===== config.mk =====
export PLATFORM = sky130hd
export DESIGN_NAME = vicd_decoder
export DESIGN_NICKNAME = d
export VERILOG_FILES = /design/src/vicd_sync.v /design/src/vicd_prio.v /design/src/vicd_decoder.v
export VERILOG_INCLUDE_DIRS = /design/src
export SDC_FILE = /design/constraint.sdc
export NUM_CORES = 1
export LEC_CHECK = 0
export BUFFER_PORTS_ARGS = -buffer_cell sky130_fd_sc_hd__buf_2
export CAP_MARGIN = 15
export CORE_MARGIN = 1
export CORE_UTILIZATION = 55
export CTS_BUF_LIST = sky130_fd_sc_hd__clkbuf_4
export DETAILED_ROUTE_END_ITERATION = 7
export GPL_ROUTABILITY_DRIVEN = 0
export PLACE_DENSITY = 0.73
export SLEW_MARGIN = 20
export SYNTH_ARGS = -nofsm -noshare
export SYNTH_HDL_FRONTEND = slang
export SYNTH_SLANG_ARGS = --single-unit

===== constraint.sdc =====
create_clock -name clk -period 5.55 [get_ports clk]
set_input_delay 0.555 -clock clk [delete_from_list [all_inputs] [get_ports clk]]
set_output_delay 0.555 -clock clk [all_outputs]
set_load 0.01 [all_outputs]

===== src/vicd_defs.vh =====
// Constants of the vectored interrupt command decoder: opcodes, layouts, resets.
// Assumes inclusion by the decoder and its helper modules only.
`ifndef VICD_DEFS_VH
`define VICD_DEFS_VH

// ----------------------------------------------------------------------
// Full-byte commands
// ----------------------------------------------------------------------
`define VICD_CMD_RESET 8'h00

// ----------------------------------------------------------------------
// Five-bit opcodes, command bits 7..3
// ----------------------------------------------------------------------
`define VICD_OP5_CLR_REQ_MSK 5'h02
`define VICD_OP5_CLR_ONE_REQ_MSK 5'h03
`define VICD_OP5_CLR_MSK 5'h04
`define VICD_OP5_CLR_ONE_MSK 5'h05
`define VICD_OP5_SET_MSK 5'h06
`define VICD_OP5_SET_ONE_MSK 5'h07
`define VICD_OP5_CLR_REQ 5'h08
`define VICD_OP5_CLR_ONE_REQ 5'h09
`define VICD_OP5_SET_REQ 5'h0a
`define VICD_OP5_SET_ONE_REQ 5'h0b
`define VICD_OP5_CLR_SRV 5'h0e
`define VICD_OP5_CLR_ONE_SRV 5'h0f

// ----------------------------------------------------------------------
// Four-bit opcodes, command bits 7..4
// ----------------------------------------------------------------------
`define VICD_OP4_CLR_TOP_SRV 4'h6
`define VICD_OP4_MODE_LOW_A 4'h8
`define VICD_OP4_MODE_LOW_B 4'h9
`define VICD_OP4_MODE_HIGH 4'ha
`define VICD_OP4_WSEL_MASK 4'hb
`define VICD_OP4_WSEL_ACLR 4'hc

// ----------------------------------------------------------------------
// Operating options bit positions and reset value
// ----------------------------------------------------------------------
`define VICD_M_ROT 0
`define VICD_M_COMMON 1
`define VICD_M_POLLED 2
`define VICD_M_OUTPOL 3
`define VICD_M_INPOL 4
`define VICD_M_RDLO 5
`define VICD_M_RDHI 6
`define VICD_M_ARM 7
`define VICD_MODE_RST 8'h20

// ----------------------------------------------------------------------
// Arm control field, read select codes, write target codes
// ----------------------------------------------------------------------
`define VICD_ARM_KEEP 2'h0
`define VICD_ARM_SET 2'h1
`define VICD_ARM_CLR 2'h2
`define VICD_RD_REQ 2'h0
`define VICD_RD_SRV 2'h1
`define VICD_RD_MSK 2'h2
`define VICD_RD_ACLR 2'h3
`define VICD_WT_NONE 2'h0
`define VICD_WT_MASK 2'h1
`define VICD_WT_ACLR 2'h2

// ----------------------------------------------------------------------
// Register reset values and the common-mode acknowledge vector
// ----------------------------------------------------------------------
`define VICD_MASK_RST 8'hff
`define VICD_ZERO8 8'h00
`define VICD_ONES8 8'hff
`define VICD_COMMON_VEC 3'h7

`endif


===== src/vicd_sync.v =====
// Two-stage synchroniser for the bus request lines.
// Assumes asynchronous pins; the first stage feeds only the second.
`timescale 1ns/1ps
module vicd_sync #(
  parameter W = 8
) (
  input wire clk,
  input wire rst,
  input wire [W-1:0] pin,
  output wire [W-1:0] level
);
  reg [W-1:0] meta_q;
  reg [W-1:0] sync_q;

  // ----------------------------------------------------------------------
  // Stages, reset to ones since idle bus lines float high
  // ----------------------------------------------------------------------
  always @(posedge clk) begin
    if (rst) begin
      meta_q <= {W{1'b1}};
      sync_q <= {W{1'b1}};
    end else begin
      meta_q <= pin;
      sync_q <= meta_q;
    end
  end

  assign level = sync_q;
endmodule // vicd_sync


===== src/vicd_prio.v =====
// Combinational priority picker over eight bits with a movable lowest position.
// Assumes base names the lowest-priority bit; base zero makes bit 7 highest.
`timescale 1ns/1ps
module vicd_prio (
  input wire [7:0] vec,
  input wire [2:0] base,
  output reg any,
  output reg [2:0] idx
);
  integer r;
  reg [2:0] pos;

  // ----------------------------------------------------------------------
  // Walk from lowest rank upward; the last hit is the highest rank
  // ----------------------------------------------------------------------
  always @* begin
    any = 1'b0;
    idx = 3'h0;
    pos = 3'h0;
    for (r = 0; r < 8; r = r + 1) begin
      pos = base + r[2:0];
      if (vec[pos]) begin
        any = 1'b1;
        idx = pos;
      end
    end
  end
endmodule // vicd_prio


===== src/vicd_decoder.v =====
// Command decoder and register update logic of an eight-input interrupt controller.
// Assumes host strobes are one-cycle pulses on clk; request pins are asynchronous.
`timescale 1ns/1ps
`include "vicd_defs.vh"
module vicd_decoder (
  input wire clk,
  input wire rst,
  input wire ctl_wr,
  input wire ctl_rd,
  input wire dat_wr,
  input wire dat_rd,
  input wire [7:0] wr_data,
  output wire [7:0] rd_data,
  output wire rd_valid,
  input wire [7:0] req_pin,
  output wire int_pin,
  input wire ack,
  output wire [2:0] ack_vec,
  output wire ack_valid
);

  // ----------------------------------------------------------------------
  // Helper functions
  // ----------------------------------------------------------------------
  function [7:0] onehot;
    input [2:0] n;
    begin
      onehot = 8'h01 << n;
    end
  endfunction

  // Bits strictly above position n
  function [7:0] above;
    input [2:0] n;
    integer k;
    begin
      above = 8'h00;
      for (k = 0; k < 8; k = k + 1) begin
        if (k > n) begin
          above[k] = 1'b1;
        end
      end
    end
  endfunction

  // ----------------------------------------------------------------------
  // State
  // ----------------------------------------------------------------------
  reg [7:0] pending_request_reg_q;
  reg [7:0] pending_request_reg_d;
  reg [7:0] request_mask_reg_q;
  reg [7:0] request_mask_reg_d;
  reg [7:0] in_service_reg_q;
  reg [7:0] in_service_reg_d;
  reg [7:0] auto_clear_reg_q;
  reg [7:0] auto_clear_reg_d;
  reg [7:0] operating_options_q;
  reg [7:0] operating_options_d;
  reg [1:0] write_target_q;
  reg [1:0] write_target_d;
  reg [2:0] lowest_pos_q;
  reg [2:0] lowest_pos_d;
  reg [7:0] active_prev_q;
  reg [7:0] rd_data_q;
  reg rd_valid_q;
  reg int_pin_q;
  reg [2:0] ack_vec_q;
  reg ack_valid_q;

  reg [7:0] pend_set;
  reg [7:0] pend_clr;
  reg [7:0] srv_set;
  reg [7:0] srv_clr;
  reg do_reset;

  // ----------------------------------------------------------------------
  // Option fields
  // ----------------------------------------------------------------------
  wire rotating_priority_sel = operating_options_q[`VICD_M_ROT];
  wire common_vector_sel = operating_options_q[`VICD_M_COMMON];
  wire polled_sel = operating_options_q[`VICD_M_POLLED];
  wire output_polarity_sel = operating_options_q[`VICD_M_OUTPOL];
  wire input_polarity_sel = operating_options_q[`VICD_M_INPOL];
  wire read_select_low = operating_options_q[`VICD_M_RDLO];
  wire read_select_high = operating_options_q[`VICD_M_RDHI];
  wire arm_bit = operating_options_q[`VICD_M_ARM];

  // ----------------------------------------------------------------------
  // Command fields
  // ----------------------------------------------------------------------
  wire [4:0] op5 = wr_data[7:3];
  wire [3:0] op4 = wr_data[7:4];
  wire [2:0] bit_index_field = wr_data[2:0];
  wire [7:0] index_bit = onehot(bit_index_field);
  wire arm_ctl_high = wr_data[1];
  wire arm_ctl_low = wr_data[0];

  // ----------------------------------------------------------------------
  // Request lines: synchronise, apply sense, catch the activating edge
  // ----------------------------------------------------------------------
  wire [7:0] req_level;

  vicd_sync #(
    .W(8)
  ) u_sync (
    .clk(clk),
    .rst(rst),
    .pin(req_pin),
    .level(req_level)
  );

  // Only edges latch, so a line held active after a clear needs to toggle again
  wire [7:0] req_active = input_polarity_sel ? req_level : ~req_level;
  wire [7:0] req_rise = req_active & ~active_prev_q;

  // ----------------------------------------------------------------------
  // Priority resolution
  // ----------------------------------------------------------------------
  wire [2:0] base = rotating_priority_sel ? lowest_pos_q : 3'h0;
  wire [7:0] unmasked = pending_request_reg_q & ~request_mask_reg_q;
  wire req_any;
  wire [2:0] req_idx;
  wire srv_any;
  wire [2:0] srv_idx;
  wire elig_any;
  wire [2:0] elig_idx;

  vicd_prio u_req_prio (
    .vec(unmasked),
    .base(base),
    .any(req_any),
    .idx(req_idx)
  );

  vicd_prio u_srv_prio (
    .vec(in_service_reg_q),
    .base(base),
    .any(srv_any),
    .idx(srv_idx)
  );

  // Rotating mode never nests: any service bit holds everything off
  wire [7:0] fence = !srv_any ? `VICD_ONES8 :
                     rotating_priority_sel ? `VICD_ZERO8 : above(srv_idx);
  wire [7:0] eligible = unmasked & fence & {8{arm_bit}};

  vicd_prio u_elig_prio (
    .vec(eligible),
    .base(base),
    .any(elig_any),
    .idx(elig_idx)
  );

  wire group_out = elig_any & ~polled_sel;
  wire take_ack = ack & group_out;
  wire status_grp = req_any & arm_bit;

  // ----------------------------------------------------------------------
  // Next-state: acknowledge, data write, command
  // ----------------------------------------------------------------------
  always @* begin
    pend_set = req_rise;
    pend_clr = 8'h00;
    srv_set = 8'h00;
    srv_clr = 8'h00;
    do_reset = 1'b0;
    request_mask_reg_d = request_mask_reg_q;
    auto_clear_reg_d = auto_clear_reg_q;
    operating_options_d = operating_options_q;
    write_target_d = write_target_q;
    lowest_pos_d = lowest_pos_q;

    // Acknowledge moves the winner into service unless it self-clears
    if (take_ack) begin
      pend_clr = onehot(elig_idx);
      srv_set = onehot(elig_idx) & ~auto_clear_reg_q;
      lowest_pos_d = elig_idx;
    end

    // Data port write consumes the one-shot target; reads leave it alone
    if (dat_wr) begin
      case (write_target_q)
        `VICD_WT_MASK: request_mask_reg_d = wr_data;
        `VICD_WT_ACLR: auto_clear_reg_d = wr_data;
        default: ;
      endcase
      write_target_d = `VICD_WT_NONE;
    end

    if (ctl_wr) begin
      if (wr_data == `VICD_CMD_RESET) begin
        do_reset = 1'b1;
      end else if (op4 == `VICD_OP4_CLR_TOP_SRV) begin
        // Picks by current priority, which may not be the intended bit
        srv_clr = srv_any ? onehot(srv_idx) : 8'h00;
      end else if (wr_data[7]) begin
        case (op4)
          `VICD_OP4_MODE_LOW_A, `VICD_OP4_MODE_LOW_B: begin
            operating_options_d[4:0] = wr_data[4:0];
          end
          `VICD_OP4_MODE_HIGH: begin
            operating_options_d[`VICD_M_RDHI] = wr_data[3];
            operating_options_d[`VICD_M_RDLO] = wr_data[2];
            case ({arm_ctl_high, arm_ctl_low})
              `VICD_ARM_SET: operating_options_d[`VICD_M_ARM] = 1'b1;
              `VICD_ARM_CLR: operating_options_d[`VICD_M_ARM] = 1'b0;
              default: ;
            endcase
          end
          `VICD_OP4_WSEL_MASK: write_target_d = `VICD_WT_MASK;
          `VICD_OP4_WSEL_ACLR: write_target_d = `VICD_WT_ACLR;
          default: ;
        endcase
      end else begin
        case (op5)
          `VICD_OP5_CLR_REQ_MSK: begin
            pend_clr = `VICD_ONES8;
            request_mask_reg_d = `VICD_ZERO8;
          end
          `VICD_OP5_CLR_ONE_REQ_MSK: begin
            pend_clr = pend_clr | index_bit;
            request_mask_reg_d = request_mask_reg_q & ~index_bit;
          end
          `VICD_OP5_CLR_MSK: request_mask_reg_d = `VICD_ZERO8;
          `VICD_OP5_CLR_ONE_MSK: request_mask_reg_d = request_mask_reg_q & ~index_bit;
          `VICD_OP5_SET_MSK: request_mask_reg_d = `VICD_ONES8;
          `VICD_OP5_SET_ONE_MSK: request_mask_reg_d = request_mask_reg_q | index_bit;
          `VICD_OP5_CLR_REQ: pend_clr = `VICD_ONES8;
          `VICD_OP5_CLR_ONE_REQ: pend_clr = pend_clr | index_bit;
          `VICD_OP5_SET_REQ: pend_set = `VICD_ONES8;
          `VICD_OP5_SET_ONE_REQ: pend_set = pend_set | index_bit;
          `VICD_OP5_CLR_SRV: srv_clr = `VICD_ONES8;
          `VICD_OP5_CLR_ONE_SRV: srv_clr = index_bit;
          default: ;
        endcase
      end
    end

    // New edges and acknowledges win over a clear in the same cycle
    pending_request_reg_d = (pending_request_reg_q & ~pend_clr) | pend_set;
    in_service_reg_d = (in_service_reg_q & ~srv_clr) | srv_set;

    if (do_reset) begin
      operating_options_d = `VICD_MODE_RST;
      write_target_d = `VICD_WT_NONE;
      lowest_pos_d = 3'h0;
      request_mask_reg_d = `VICD_MASK_RST;
      auto_clear_reg_d = `VICD_ZERO8;
      pending_request_reg_d = `VICD_ZERO8;
      in_service_reg_d = `VICD_ZERO8;
    end
  end

  // ----------------------------------------------------------------------
  // Read data
  // ----------------------------------------------------------------------
  wire [7:0] status_word = {status_grp, 1'b0, rotating_priority_sel, polled_sel,
                            arm_bit, ~req_idx};
  reg [7:0] data_word;

  always @* begin
    case ({read_select_high, read_select_low})
      `VICD_RD_REQ: data_word = pending_request_reg_q;
      `VICD_RD_SRV: data_word = in_service_reg_q;
      `VICD_RD_MSK: data_word = request_mask_reg_q;
      `VICD_RD_ACLR: data_word = auto_clear_reg_q;
      default: data_word = 8'h00;
    endcase
  end

  // ----------------------------------------------------------------------
  // Registers
  // ----------------------------------------------------------------------
  always @(posedge clk) begin
    if (rst) begin
      pending_request_reg_q <= `VICD_ZERO8;
      request_mask_reg_q <= `VICD_MASK_RST;
      in_service_reg_q <= `VICD_ZERO8;
      auto_clear_reg_q <= `VICD_ZERO8;
      operating_options_q <= `VICD_MODE_RST;
      write_target_q <= `VICD_WT_NONE;
      lowest_pos_q <= 3'h0;
      active_prev_q <= `VICD_ONES8;
      rd_data_q <= 8'h00;
      rd_valid_q <= 1'b0;
      int_pin_q <= 1'b1;
      ack_vec_q <= 3'h0;
      ack_valid_q <= 1'b0;
    end else begin
      pending_request_reg_q <= pending_request_reg_d;
      request_mask_reg_q <= request_mask_reg_d;
      in_service_reg_q <= in_service_reg_d;
      auto_clear_reg_q <= auto_clear_reg_d;
      operating_options_q <= operating_options_d;
      write_target_q <= write_target_d;
      lowest_pos_q <= lowest_pos_d;
      active_prev_q <= req_active;
      rd_valid_q <= ctl_rd | dat_rd;
      if (ctl_rd) begin
        rd_data_q <= status_word;
      end else if (dat_rd) begin
        rd_data_q <= data_word;
      end
      int_pin_q <= output_polarity_sel ? group_out : ~group_out;
      ack_valid_q <= take_ack;
      if (take_ack) begin
        ack_vec_q <= common_vector_sel ? `VICD_COMMON_VEC : elig_idx;
      end
    end
  end

  assign rd_data = rd_data_q;
  assign rd_valid = rd_valid_q;
  assign int_pin = int_pin_q;
  assign ack_vec = ack_vec_q;
  assign ack_valid = ack_valid_q;
endmodule // vicd_decoder


# After elaboration in Yosys (flattened, before gate mapping)
# Index checks and enable logic that the tools add are counted.
[classes]
add_sub_neg = 7
n_mul = 0
n_div = 0
order_cmp = 15
eq_ne = 25
shifts = 3
n_mux = 146
bitwise_logic = 29
reduce_logical = 15
[ops]
columns = ["op", "n"]
rows = [
  ["$mux W8", 26],
  ["$mux W3", 26],
  ["$bmux W1 S3", 24],
  ["$and A8 B8 Y8", 8],
  ["$pmux W8 S4", 2],
  ["$mux W1", 58],
  ["$not A8 Y8", 7],
  ["$pmux W8 S2", 3],
  ["$or A8 B8 Y8", 5],
  ["$lt A3 B4 Y1 const B", 8],
  ["$eq A5 B4 Y1 const B", 6],
  ["$shl A1 B3 Y8 const A", 3],
  ["$eq A4 B4 Y1 const B", 5],
  ["$eq A5 B3 Y1 const B", 4],
  ["$reduce_or A2 Y1", 7],
  ["$add A3 B3 Y3 const B", 4],
  ["$gt A3 B3 Y1 const A", 4],
  ["$eq A5 B2 Y1 const B", 2],
  ["$mux W2", 5],
  ["$reduce_and A5 Y1", 2],
  ["$eq A2 B2 Y1 const B", 4],
  ["$logic_not A8 Y1", 1],
  ["$add A3 B2 Y3 const B", 2],
  ["$eq A2 B1 Y1 const B", 3],
  ["other kinds (14)", 21],
]
[word_totals]
register_bits = 83
latch_bits = 0
mem_bits_rw = 0
rom_bits = 0
inputBits = 23
output_inout_bits = 14
word_cells = 258
n_memories = 0

# Logic depth before layout (Yosys ltp)
# Gate-level depths: netlist of run 1.
[depth]
ltp_word = 39
ltp_mapped = 23
ltp_nobuf = 17

# Modules after synthesis
# A second synthesis of run 1 with hierarchy kept.
[hier_totals]
cells_unflattened = 739
hier_area_um2 = 6403.6
[modules_own_cells]
columns = ["module", "instances", "cells_each", "area_each_um2", "seq_area_each_um2"]
rows = [
  ["vicd_decoder", 1, 447, 3736.1, 1341.3],
  ["vicd_prio (u_elig_prio ...)", 2, 75, 684.4, 0.0],
  ["vicd_prio (u_srv_prio)", 1, 109, 867.1, 0.0],
  ["vicd_sync", 1, 33, 431.7, 320.3],
]

# Worst setup path after synthesis of run 1
# OpenSTA, ideal clock, no wires.
[synth_timing]
path_kind = "reg-to-reg"
startpoint = "reg lowest_pos_q[0]"
endpoint = "reg pending_request_reg_q[7]"
setup_time_ns = 0.101
t_arrival_ns = 4.961
t_required_ns = 5.449
slack_ns = 0.488
stages_incl_launch_ff = 22
path_buffers = 5
synth_period_minus_slack_ns = 5.062
cell_sequence = "dfxtp_1 and2_1 buf_6 inv_4 clkbuf_1 clkbuf_1 ha_1 clkbuf_1 inv_1 mux4_2 a221o_1 and3_1 a211oi_2 buf_4 nor2_2 nand3_1 a32oi_1 a31o_1 a221oi_2 mux2i_4 nor3_1 o41ai_1"
[synth_between]
elab_chain_len = 39
elab_cells_between_ends = 103
cone_classes = "7 x add/sub; 7 x order compare; 1 x shift; 80 x mux; 8 x bitwise"
[synth_lines]
columns = ["item", "line", "source"]
rows = [
  ["start, declared", "vicd_decoder.v:61", "reg [2:0] lowest_pos_q;"],
  ["start signal, assigned", "vicd_decoder.v:296", "lowest_pos_q <= lowest_pos_d;"],
  ["$mux W3 (*)", "vicd_decoder.v:119", "wire [2:0] base = rotating_priority_sel ? lowest_pos_q : 3'h0;"],
  ["$add A3 B1 Y3 or $bmux W1 S3 (tied branches)", "vicd_prio.v:21, vicd_prio.v:22", ""],
  ["$bmux W1 S3 or $mux W1 (tied branches)", "vicd_prio.v:22", "if (vec[pos]) begin"],
  ["$mux W1 (not written as such) or $mux W3 (tied branches)", "vicd_prio.v:22", ""],
  ["$mux W3 (7 in series)", "vicd_prio.v:22", ""],
  ["$gt A1 B3 Y1 (tied with other cells)", "vicd_decoder.v:39", "if (k > n) begin"],
  ["$mux W1", "vicd_decoder.v:39", ""],
  ["$mux W8", "vicd_decoder.v:144", "rotating_priority_sel ? `VICD_ZERO8 : above(srv_idx);"],
  ["(+17 left out)", "--", ""],
  ["$pmux W8 S2", "vicd_decoder.v:215", "case (op5)"],
  ["$mux W8", "vicd_decoder.v:196", "end else if (wr_data[7]) begin"],
  ["$mux W8", "vicd_decoder.v:193", "end else if (op4 == `VICD_OP4_CLR_TOP_SRV) begin"],
  ["$mux W8", "vicd_decoder.v:191", "if (wr_data == `VICD_CMD_RESET) begin"],
  ["$mux W8 (*)", "vicd_decoder.v:190", "if (ctl_wr) begin"],
  ["$not A8 Y8 (*)", "vicd_decoder.v:240", "pending_request_reg_d = (pending_request_reg_q & ~pend_clr) | pend_set;"],
  ["$and A8 B8 Y8 (*)", "vicd_decoder.v:240", ""],
  ["$or A8 B8 Y8 (*)", "vicd_decoder.v:240", ""],
  ["end signal, assigned", "vicd_decoder.v:276", "pending_request_reg_q <= `VICD_ZERO8;"],
  ["end signal, assigned", "vicd_decoder.v:290", "pending_request_reg_q <= pending_request_reg_d;"],
  ["end, declared", "vicd_decoder.v:49", "reg [7:0] pending_request_reg_q;"],
]
# Every way passes the cells marked *; elsewhere a longest branch is shown, timed or not. The select of a mux whose other input is x is not followed.
# A chain may end at the register's enable or synchronous reset.

# Worst setup path after layout of run 1
[layout_timing]
startpoint = "reg operating_options_q[0]"
endpoint = "reg pending_request_reg_q[7]"
[layout_between]
elab_chain_len = 39
elab_cells_between_ends = 103
cone_classes = "7 x add/sub; 7 x order compare; 1 x shift; 80 x mux; 8 x bitwise"
[layout_lines]
columns = ["item", "line", "source"]
rows = [
  ["start, declared", "vicd_decoder.v:57", "reg [7:0] operating_options_q;"],
  ["start signal, assigned", "vicd_decoder.v:280", "operating_options_q <= `VICD_MODE_RST;"],
  ["start signal, assigned", "vicd_decoder.v:294", "operating_options_q <= operating_options_d;"],
  ["$mux W3", "vicd_decoder.v:119", ""],
  ["$add A3 B1 Y3 or $bmux W1 S3 (tied branches)", "vicd_prio.v:21, vicd_prio.v:22", ""],
  ["$bmux W1 S3 or $mux W1 (tied branches)", "vicd_prio.v:22", ""],
  ["$mux W1 (not written as such) or $mux W3 (tied branches)", "vicd_prio.v:22", ""],
  ["$mux W3 (7 in series)", "vicd_prio.v:22", ""],
  ["$gt A1 B3 Y1 (tied with other cells)", "vicd_decoder.v:39", ""],
  ["$mux W1", "vicd_decoder.v:39", ""],
  ["$mux W8", "vicd_decoder.v:144", ""],
  ["(+17 left out)", "--", ""],
  ["$pmux W8 S2", "vicd_decoder.v:215", ""],
  ["$mux W8", "vicd_decoder.v:196", ""],
  ["$mux W8", "vicd_decoder.v:193", ""],
  ["$mux W8", "vicd_decoder.v:191", ""],
  ["$mux W8 (*)", "vicd_decoder.v:190", ""],
  ["$not A8 Y8 (*)", "vicd_decoder.v:240", ""],
  ["$and A8 B8 Y8 (*)", "vicd_decoder.v:240", ""],
  ["$or A8 B8 Y8 (*)", "vicd_decoder.v:240", ""],
]
# Marks and branches as above.

==> flow_summary.ini, run 1 <==
[synth]
synth_enable_flop_cells = 0
ys_seq_elements = 83
synth_top_flop_cell = sky130_fd_sc_hd__dfxtp_1
synthDominantAreaCellType = sky130_fd_sc_hd__dfxtp_1
post_synth_design_cell_area_um2 = 6450
synth.avg_cell_area_um2 = 7.84
top_post_synthesis_cells_by_area = sky130_fd_sc_hd__dfxtp_1 26%, sky130_fd_sc_hd__mux2i_1 5.3%, sky130_fd_sc_hd__a21oi_1 5.0%, sky130_fd_sc_hd__mux4_2 4.9%, sky130_fd_sc_hd__nand2_1 4.5%
count_of_mapped_cells_out_of_synthesis = 823
post_synth_cell_types = 90
asyncSetResetFlopFracSynth_pct = 0
netlist.area_leader.share_pct = 25.7
synth-warning-count = 0
syn-num-nets = 851
synth_sequential_area_ratio_pct = 25.7

[setup_path]
reg2reg_setup_slack_ns = 0.23
cp-start-kind = flop
critical_path_peak_fanout = 17
critical_path.n_buffers_inverters = 1
worst_ep_arrival_time_ns = 5.66
timing.critical_path.max_delay_family = compound AO/OA/AOI/OAI gates
critPathMaxStageDelay_ns = 0.54
worst_endpoint_required_time_ns = 5.89
timing.setup.critical_path_class = flop to flop
crit_path_end_kind = flop
crit_path_top_delay_cell = sky130_fd_sc_hd__o21ai_1
crit_chain = and2_1 > inv_2 > ha_1 > nand3b_1 > nand2_1 > a21oi_1 > o21ai_1 > mux2_2 > nor2_1 > nand3_1 > a21oi_1 > o21ai_1 > a221oi_2 > mux2i_4 > nor3_1 > o41ai_1

[placement]
postPlaceCellArea_um2 = 6660
port_buffers = 36
detailedPlacementHpwl_um = 15300

[clock_network]
cts_htree_levels = 3
cts_made_buffers = 9
cts_hold_buf = 0
worst_skew_pair.late_latency_ns = 0.46
clk_pin_slew_ns = 0.15
cts-root-buf = sky130_fd_sc_hd__clkbuf_4
tritoncts = done
cts.repair_timing.setup_buffer_count = 0
clock_sinks = 83
clock_tree.buffer_depth = 2
cts_repair_resize_count = 0

[timing]
unrepaired_setup_endpoints_after_global_routing = no
timing_hold_violations_final = 0
final-setup-viol-count = 0
final-max-slew-violation-count = 0
fin_crit_sh_pct = 95.9
setup-tns-final_ns = 0
finClkSkew_ns = 0.0239
max_slew.worst_pin.slew_ns = 0.868
fin_crit_ns = 5.32
clock.fmax_ghz = 0.188
worst_slew_margin_rel_pct = 41.3

[detailed_routing]
ratio_of_routed_vias_to_standard_cells = 7.06
avgRoutedWirePerCell_um = 21.5
ant_nets = 0
drt_pass1_iterations = 6
met2_length_um = 9380
via_count = 6867
drcViolationCount = 0
route.top_layer_used = met4
detail_route.iter0.violations = 1014
wl_met3_um = 2390
drt-met1-wl_um = 8020
drt_wl_total_um = 20900

[die]
die_width_um = 110
floorplan.rows = 39
start_util_pct = 56.5
fp.dieArea_um2 = 12200
fp.coreArea_um2 = 11400
floorplan.die.height_um = 110
boundaryPins = 37

[final_layout]
multiInputGateArea_um2 = 4450
fin_nets = 852
final_layout_size_suffix_gt1_share_pct = 16.5
ff_latch_area_um2 = 1660
final_core_utilization_pct = 60.0
antenna_cells = 0
syn_to_final_growth_pct = 6.22
final_cell_area_um2 = 6860
fillerInstances = 1012

[global_route]
grt_pass1_vias = 6096
grt_max_degree = 41
grt_remaining_overflow = 0
antenna_found_initial = 0
grt.total_usage_pct = 34.7
grt_pass1_wl_um = 32200

[worst_hold_path]
worst_hold_path_type = input pin to flop

[pwr]
ir_drop_mv = 0.240
power_density_nw_per_um2 = 178
static_leakage_uw = 0.00258

[status]
status = completed

[run]
drv_cap = 0
-- per-stage QoR --
step                      std cells  hold WS, ns  power [µW]  worst slack [ns]
final                           972        0.265        1220             0.229
after global routing            972        0.242        1260            0.0100
after CTS                       972        0.243        1220             0.430
after detailed placement        956        0.393         752             0.483
after global placement          956        0.392         749             0.746
after floorplan                 823        0.389         715             0.488
-- registers in the layout, summed over array words and instances, names as in the netlist --
register and flops:
ack_valid 1, u_sync.meta_q 8, lowest_pos_q 3, pending_request_reg_q 8
rd_valid 1, operating_options_q 8, active_prev_q 8, write_target_q 2
in_service_reg_q 8, ack_vec 3, rd_data 8, request_mask_reg_q 8
auto_clear_reg_q 8, int_pin 1, u_sync.level 8
-- worst paths after layout --
check,endpoint,start,cells past startpoint
hold reg to reg,u_sync.level[7],u_sync.meta_q[7],1
setup reg to reg,pending_request_reg_q[7],operating_options_q[0],16
setup / recovery,pending_request_reg_q[7],operating_options_q[0],16
hold / removal,u_sync.meta_q[2],req_pin[2],2
-- cell type report --
| class | count | area share [%] |
|---|---|---|
| clock buffers | 9 | 0.986 |
| clock inverters | 7 | 1.90 |
| inverters | 18 | 1.02 |
| multi-input cells | 661 | 65.0 |
| flip-flops and latches | 83 | 24.2 |
| well taps | 143 | 2.61 |
| repair buffers | 51 | 4.27 |
-- worst reg2reg max path: cells and delay by family (launching register included) --
family / cells / cell delay [ns]
buffers and inverters: 1 / 0.15
adders and majority gates: 1 / 0.24
and+or+nand+nor: 6 / 1.40
AOI/OAI and AO/OA: 6 / 1.92
DFF: 1 / 0.52
muxes: 2 / 0.99
-- power breakdown --
part           switching (µW)  internal (µW)
sequential               13.8            616
clock                     238            237
combinational            70.6           41.7
-- cell usage in the layout (no fill, tap or decap), drive strengths merged, types with 22 or more instances in the layout --
| cell | count |
|---|---|
| inv | 22 |
| nand2 | 77 |
| nand2b | 22 |
| nor2b | 22 |
| o21ai | 41 |
| dfxtp | 83 |
| buf | 51 |
| mux2i | 35 |
| nor2 | 78 |
| a21oi | 67 |
| nand3 | 23 |
-- kinds of logic (layout without fill, tap and decap cells) --
family | Yosys count | in the layout | synth area share, %
compound gates | 273 | 273 | 29.6
fa+ha+maj | 5 | 5 | 0.969
simple gates | 311 | 311 | 24.1
buf+inv | 79 | 85 | 5.29
xor+xnor | 12 | 12 | 1.63
flops | 83 | 83 | 25.7
mux | 60 | 60 | 12.6
-- Yosys cell counts (7+ instances only) --
cell and instances:
sky130_fd_sc_hd__dfxtp_1 83, sky130_fd_sc_hd__nand2_1 77, sky130_fd_sc_hd__nor2_1 77, sky130_fd_sc_hd__a21oi_1 65, sky130_fd_sc_hd__clkbuf_1 41, sky130_fd_sc_hd__o21ai_0 36
sky130_fd_sc_hd__mux2i_1 34, sky130_fd_sc_hd__nand3_1 23, sky130_fd_sc_hd__nand2b_1 22, sky130_fd_sc_hd__nor2b_1 22, sky130_fd_sc_hd__a31oi_1 20, sky130_fd_sc_hd__nor3_1 18
sky130_fd_sc_hd__o22ai_1 18, sky130_fd_sc_hd__or2_2 17, sky130_fd_sc_hd__inv_1 16, sky130_fd_sc_hd__mux4_2 14, sky130_fd_sc_hd__a211oi_1 13, sky130_fd_sc_hd__and2_1 12
sky130_fd_sc_hd__xor2_1 12, sky130_fd_sc_hd__o21a_1 11, sky130_fd_sc_hd__buf_2 10, sky130_fd_sc_hd__nand3b_1 9, sky130_fd_sc_hd__o211ai_1 9, sky130_fd_sc_hd__mux2_2 8
sky130_fd_sc_hd__a21o_1 7, sky130_fd_sc_hd__and3_1 7, sky130_fd_sc_hd__o311ai_0 7, sky130_fd_sc_hd__o31ai_1 7
-- layer usage --
| metal | GRT usage, % | vias to the layer above |
|---|---|---|
| li1 | - | 3073 |
| met1 | 44.8 | 3153 |
| met2 | 54.4 | 529 |
| met3 | 7.82 | 112 |
| met4 | 17.0 | 0 |
| met5 | 0 | - |
No activity file was read; power rests on OpenSTA's default activity.
==> run 2: changes to the inputs <==
Settings changed: CAP_MARGIN 15 to 25.
Clock period 5.55 ns to 6.1 ns, I/O delays scaled along.
==> run 2 against run 1 <==
Compared with the run above:
- cell count fell by 0.21%
- critical endpoint is now in_service_reg_q[1]
- clock power fell by 33%
- total power fell by 18%
- sequential share of layout area rose by 0.24 points
- clock skew fell by 0.0026 ns
- combinational power fell by 8%
- critical path depth rose by 4
==> flow_summary.ini, run 2 (synthesis results as in run 1) <==
[global_route]
grt_pass1_wl_um = 32800
grt_remaining_overflow = 0
grt_pass1_vias = 6080
grt_max_degree = 41
grt.total_usage_pct = 35.5
antenna_found_initial = 0

[detailed_routing]
ant_nets = 0
via_count = 6853
detail_route.iter0.violations = 965
drt_pass1_iterations = 8
avgRoutedWirePerCell_um = 21.6
drcViolationCount = 0
ratio_of_routed_vias_to_standard_cells = 7.06
drt_wl_total_um = 21000

[clock_network]
cts_made_buffers = 9
clk_pin_slew_ns = 0.16
worst_skew_pair.late_latency_ns = 0.46
tritoncts = done
cts_hold_buf = 0
cts.repair_timing.setup_buffer_count = 0
cts_htree_levels = 3
clock_tree.buffer_depth = 2
cts_repair_resize_count = 0
clock_sinks = 83
cts-root-buf = sky130_fd_sc_hd__clkbuf_4

[pwr]
ir_drop_mv = 0.175
power_density_nw_per_um2 = 146
static_leakage_uw = 0.00254

[timing]
fin_crit_sh_pct = 88.8
final-setup-viol-count = 0
finClkSkew_ns = 0.0213
unrepaired_setup_endpoints_after_global_routing = no
timing_hold_violations_final = 0
setup-tns-final_ns = 0
worst_slew_margin_rel_pct = 30.3
fin_crit_ns = 5.42
clock.fmax_ghz = 0.185
final-max-slew-violation-count = 0
max_slew.worst_pin.slew_ns = 1.03

[worst_hold_path]
hp-start = req_pin[3]
min_to = u_sync.meta_q[3]
worst_hold_path_type = input pin to flop
worstHoldPathCells = 2

[setup_path]
critical_path_peak_fanout = 30
worst_ep_arrival_time_ns = 5.79
crit_path_top_delay_cell = sky130_fd_sc_hd__nor2b_1
crit_path_end_kind = flop
r2r-start = operating_options_q[0]
worst_r2r_endpoint = in_service_reg_q[1]
worst_endpoint_required_time_ns = 6.47
worst-r2r-cell-count = 20
timing.setup.critical_path_class = flop to flop
critPathMaxStageDelay_ns = 0.63
critical_path.n_buffers_inverters = 5
cp-start-kind = flop
worst-path-stages = 20
reg2reg_setup_slack_ns = 0.68
crit_chain = buf_4 > and2_1 > inv_4 > ha_1 > buf_4 > inv_1 > mux4_2 > a221o_1 > and3_1 > a211oi_2 > buf_4 > nor3_1 > a311oi_2 > a311oi_2 > a31o_1 > and4b_1 > a211oi_2 > nor2b_1 > nand3_1 > o31ai_1
timing.critical_path.max_delay_family = simple AND/OR/NAND/NOR gates
cpMostUsedCell = sky130_fd_sc_hd__buf_4

[final_layout]
layout_common_cells = 83 x sky130_fd_sc_hd__dfxtp_1, 77 x sky130_fd_sc_hd__nor2_1, 77 x sky130_fd_sc_hd__nand2_1
syn_to_final_growth_pct = 5.18
final_layout_size_suffix_gt1_share_pct = 16.3
post_layout_nonfiller_instances = 970
commonest_non_fill_non_tap_cell_in_the_layout = sky130_fd_sc_hd__dfxtp_1
fin_nets = 850
fillerInstances = 1031
ff_latch_area_um2 = 1660
antenna_cells = 0
multiInputGateArea_um2 = 4450

[die]
floorplan.rows = 39
start_util_pct = 56.5
fp.dieArea_um2 = 12200
fp.coreArea_um2 = 11400
boundaryPins = 37
die_width_um = 110
floorplan.die.height_um = 110

[run]
drv_cap = 0

[placement]
detailedPlacementHpwl_um = 15200
placed_cells_incl_taps = 953
port_buffers = 36

[status]
status = completed
## run 2: stage by stage
step                      total power, µW  hold slack [ns]  area [µm²]  setup WS (ns)  util, %
after global routing                 1030            0.293        6790          0.344     59.4
final                                 993            0.315        6790          0.681     59.4
after CTS                             994            0.298        6780          0.766     59.4
after global placement                681            0.392        6630          0.978     58.0
after floorplan                       650            0.389        6450           1.04        -
after detailed placement              685            0.396        6640          0.825     58.2
## run 2: layout make-up
class                   count  area share, %
clock buffers               9          0.995
clock inverters             7           1.03
inverters                  18           1.03
multi-input cells         661           65.6
flip-flops and latches     83           24.5
well taps                 143           2.64
repair buffers             49           4.20
## run 2: routing by layer
metal	share of wire [%]	vias to the layer above	track usage, %
met5	0	-	0
met4	6.2	0	20.7
met3	12	121	9.17
met2	44	533	54.0
met1	38	3115	45.4
li1	-	3084	-
## run 2: how the worst max path moves through the flow
stage,start,slack (ns),to
after global placement,operating_options_q[0],0.98,in_service_reg_q[6]
after global routing,operating_options_q[0],0.34,pending_request_reg_q[5]
final,operating_options_q[0],0.68,in_service_reg_q[1]
after detailed placement,operating_options_q[0],0.82,pending_request_reg_q[7]
after CTS,operating_options_q[0],0.77,pending_request_reg_q[7]
after floorplan,lowest_pos_q[0],1.04,pending_request_reg_q[7]
## run 2: power breakdown
part / internal (µW) / total (µW) / switching, µW
Sequential: 561 / 573 / 12.1
Clock: 93.7 / 317 / 223
Combinational: 38.2 / 103 / 65.2
Total: 693 / 993 / 300
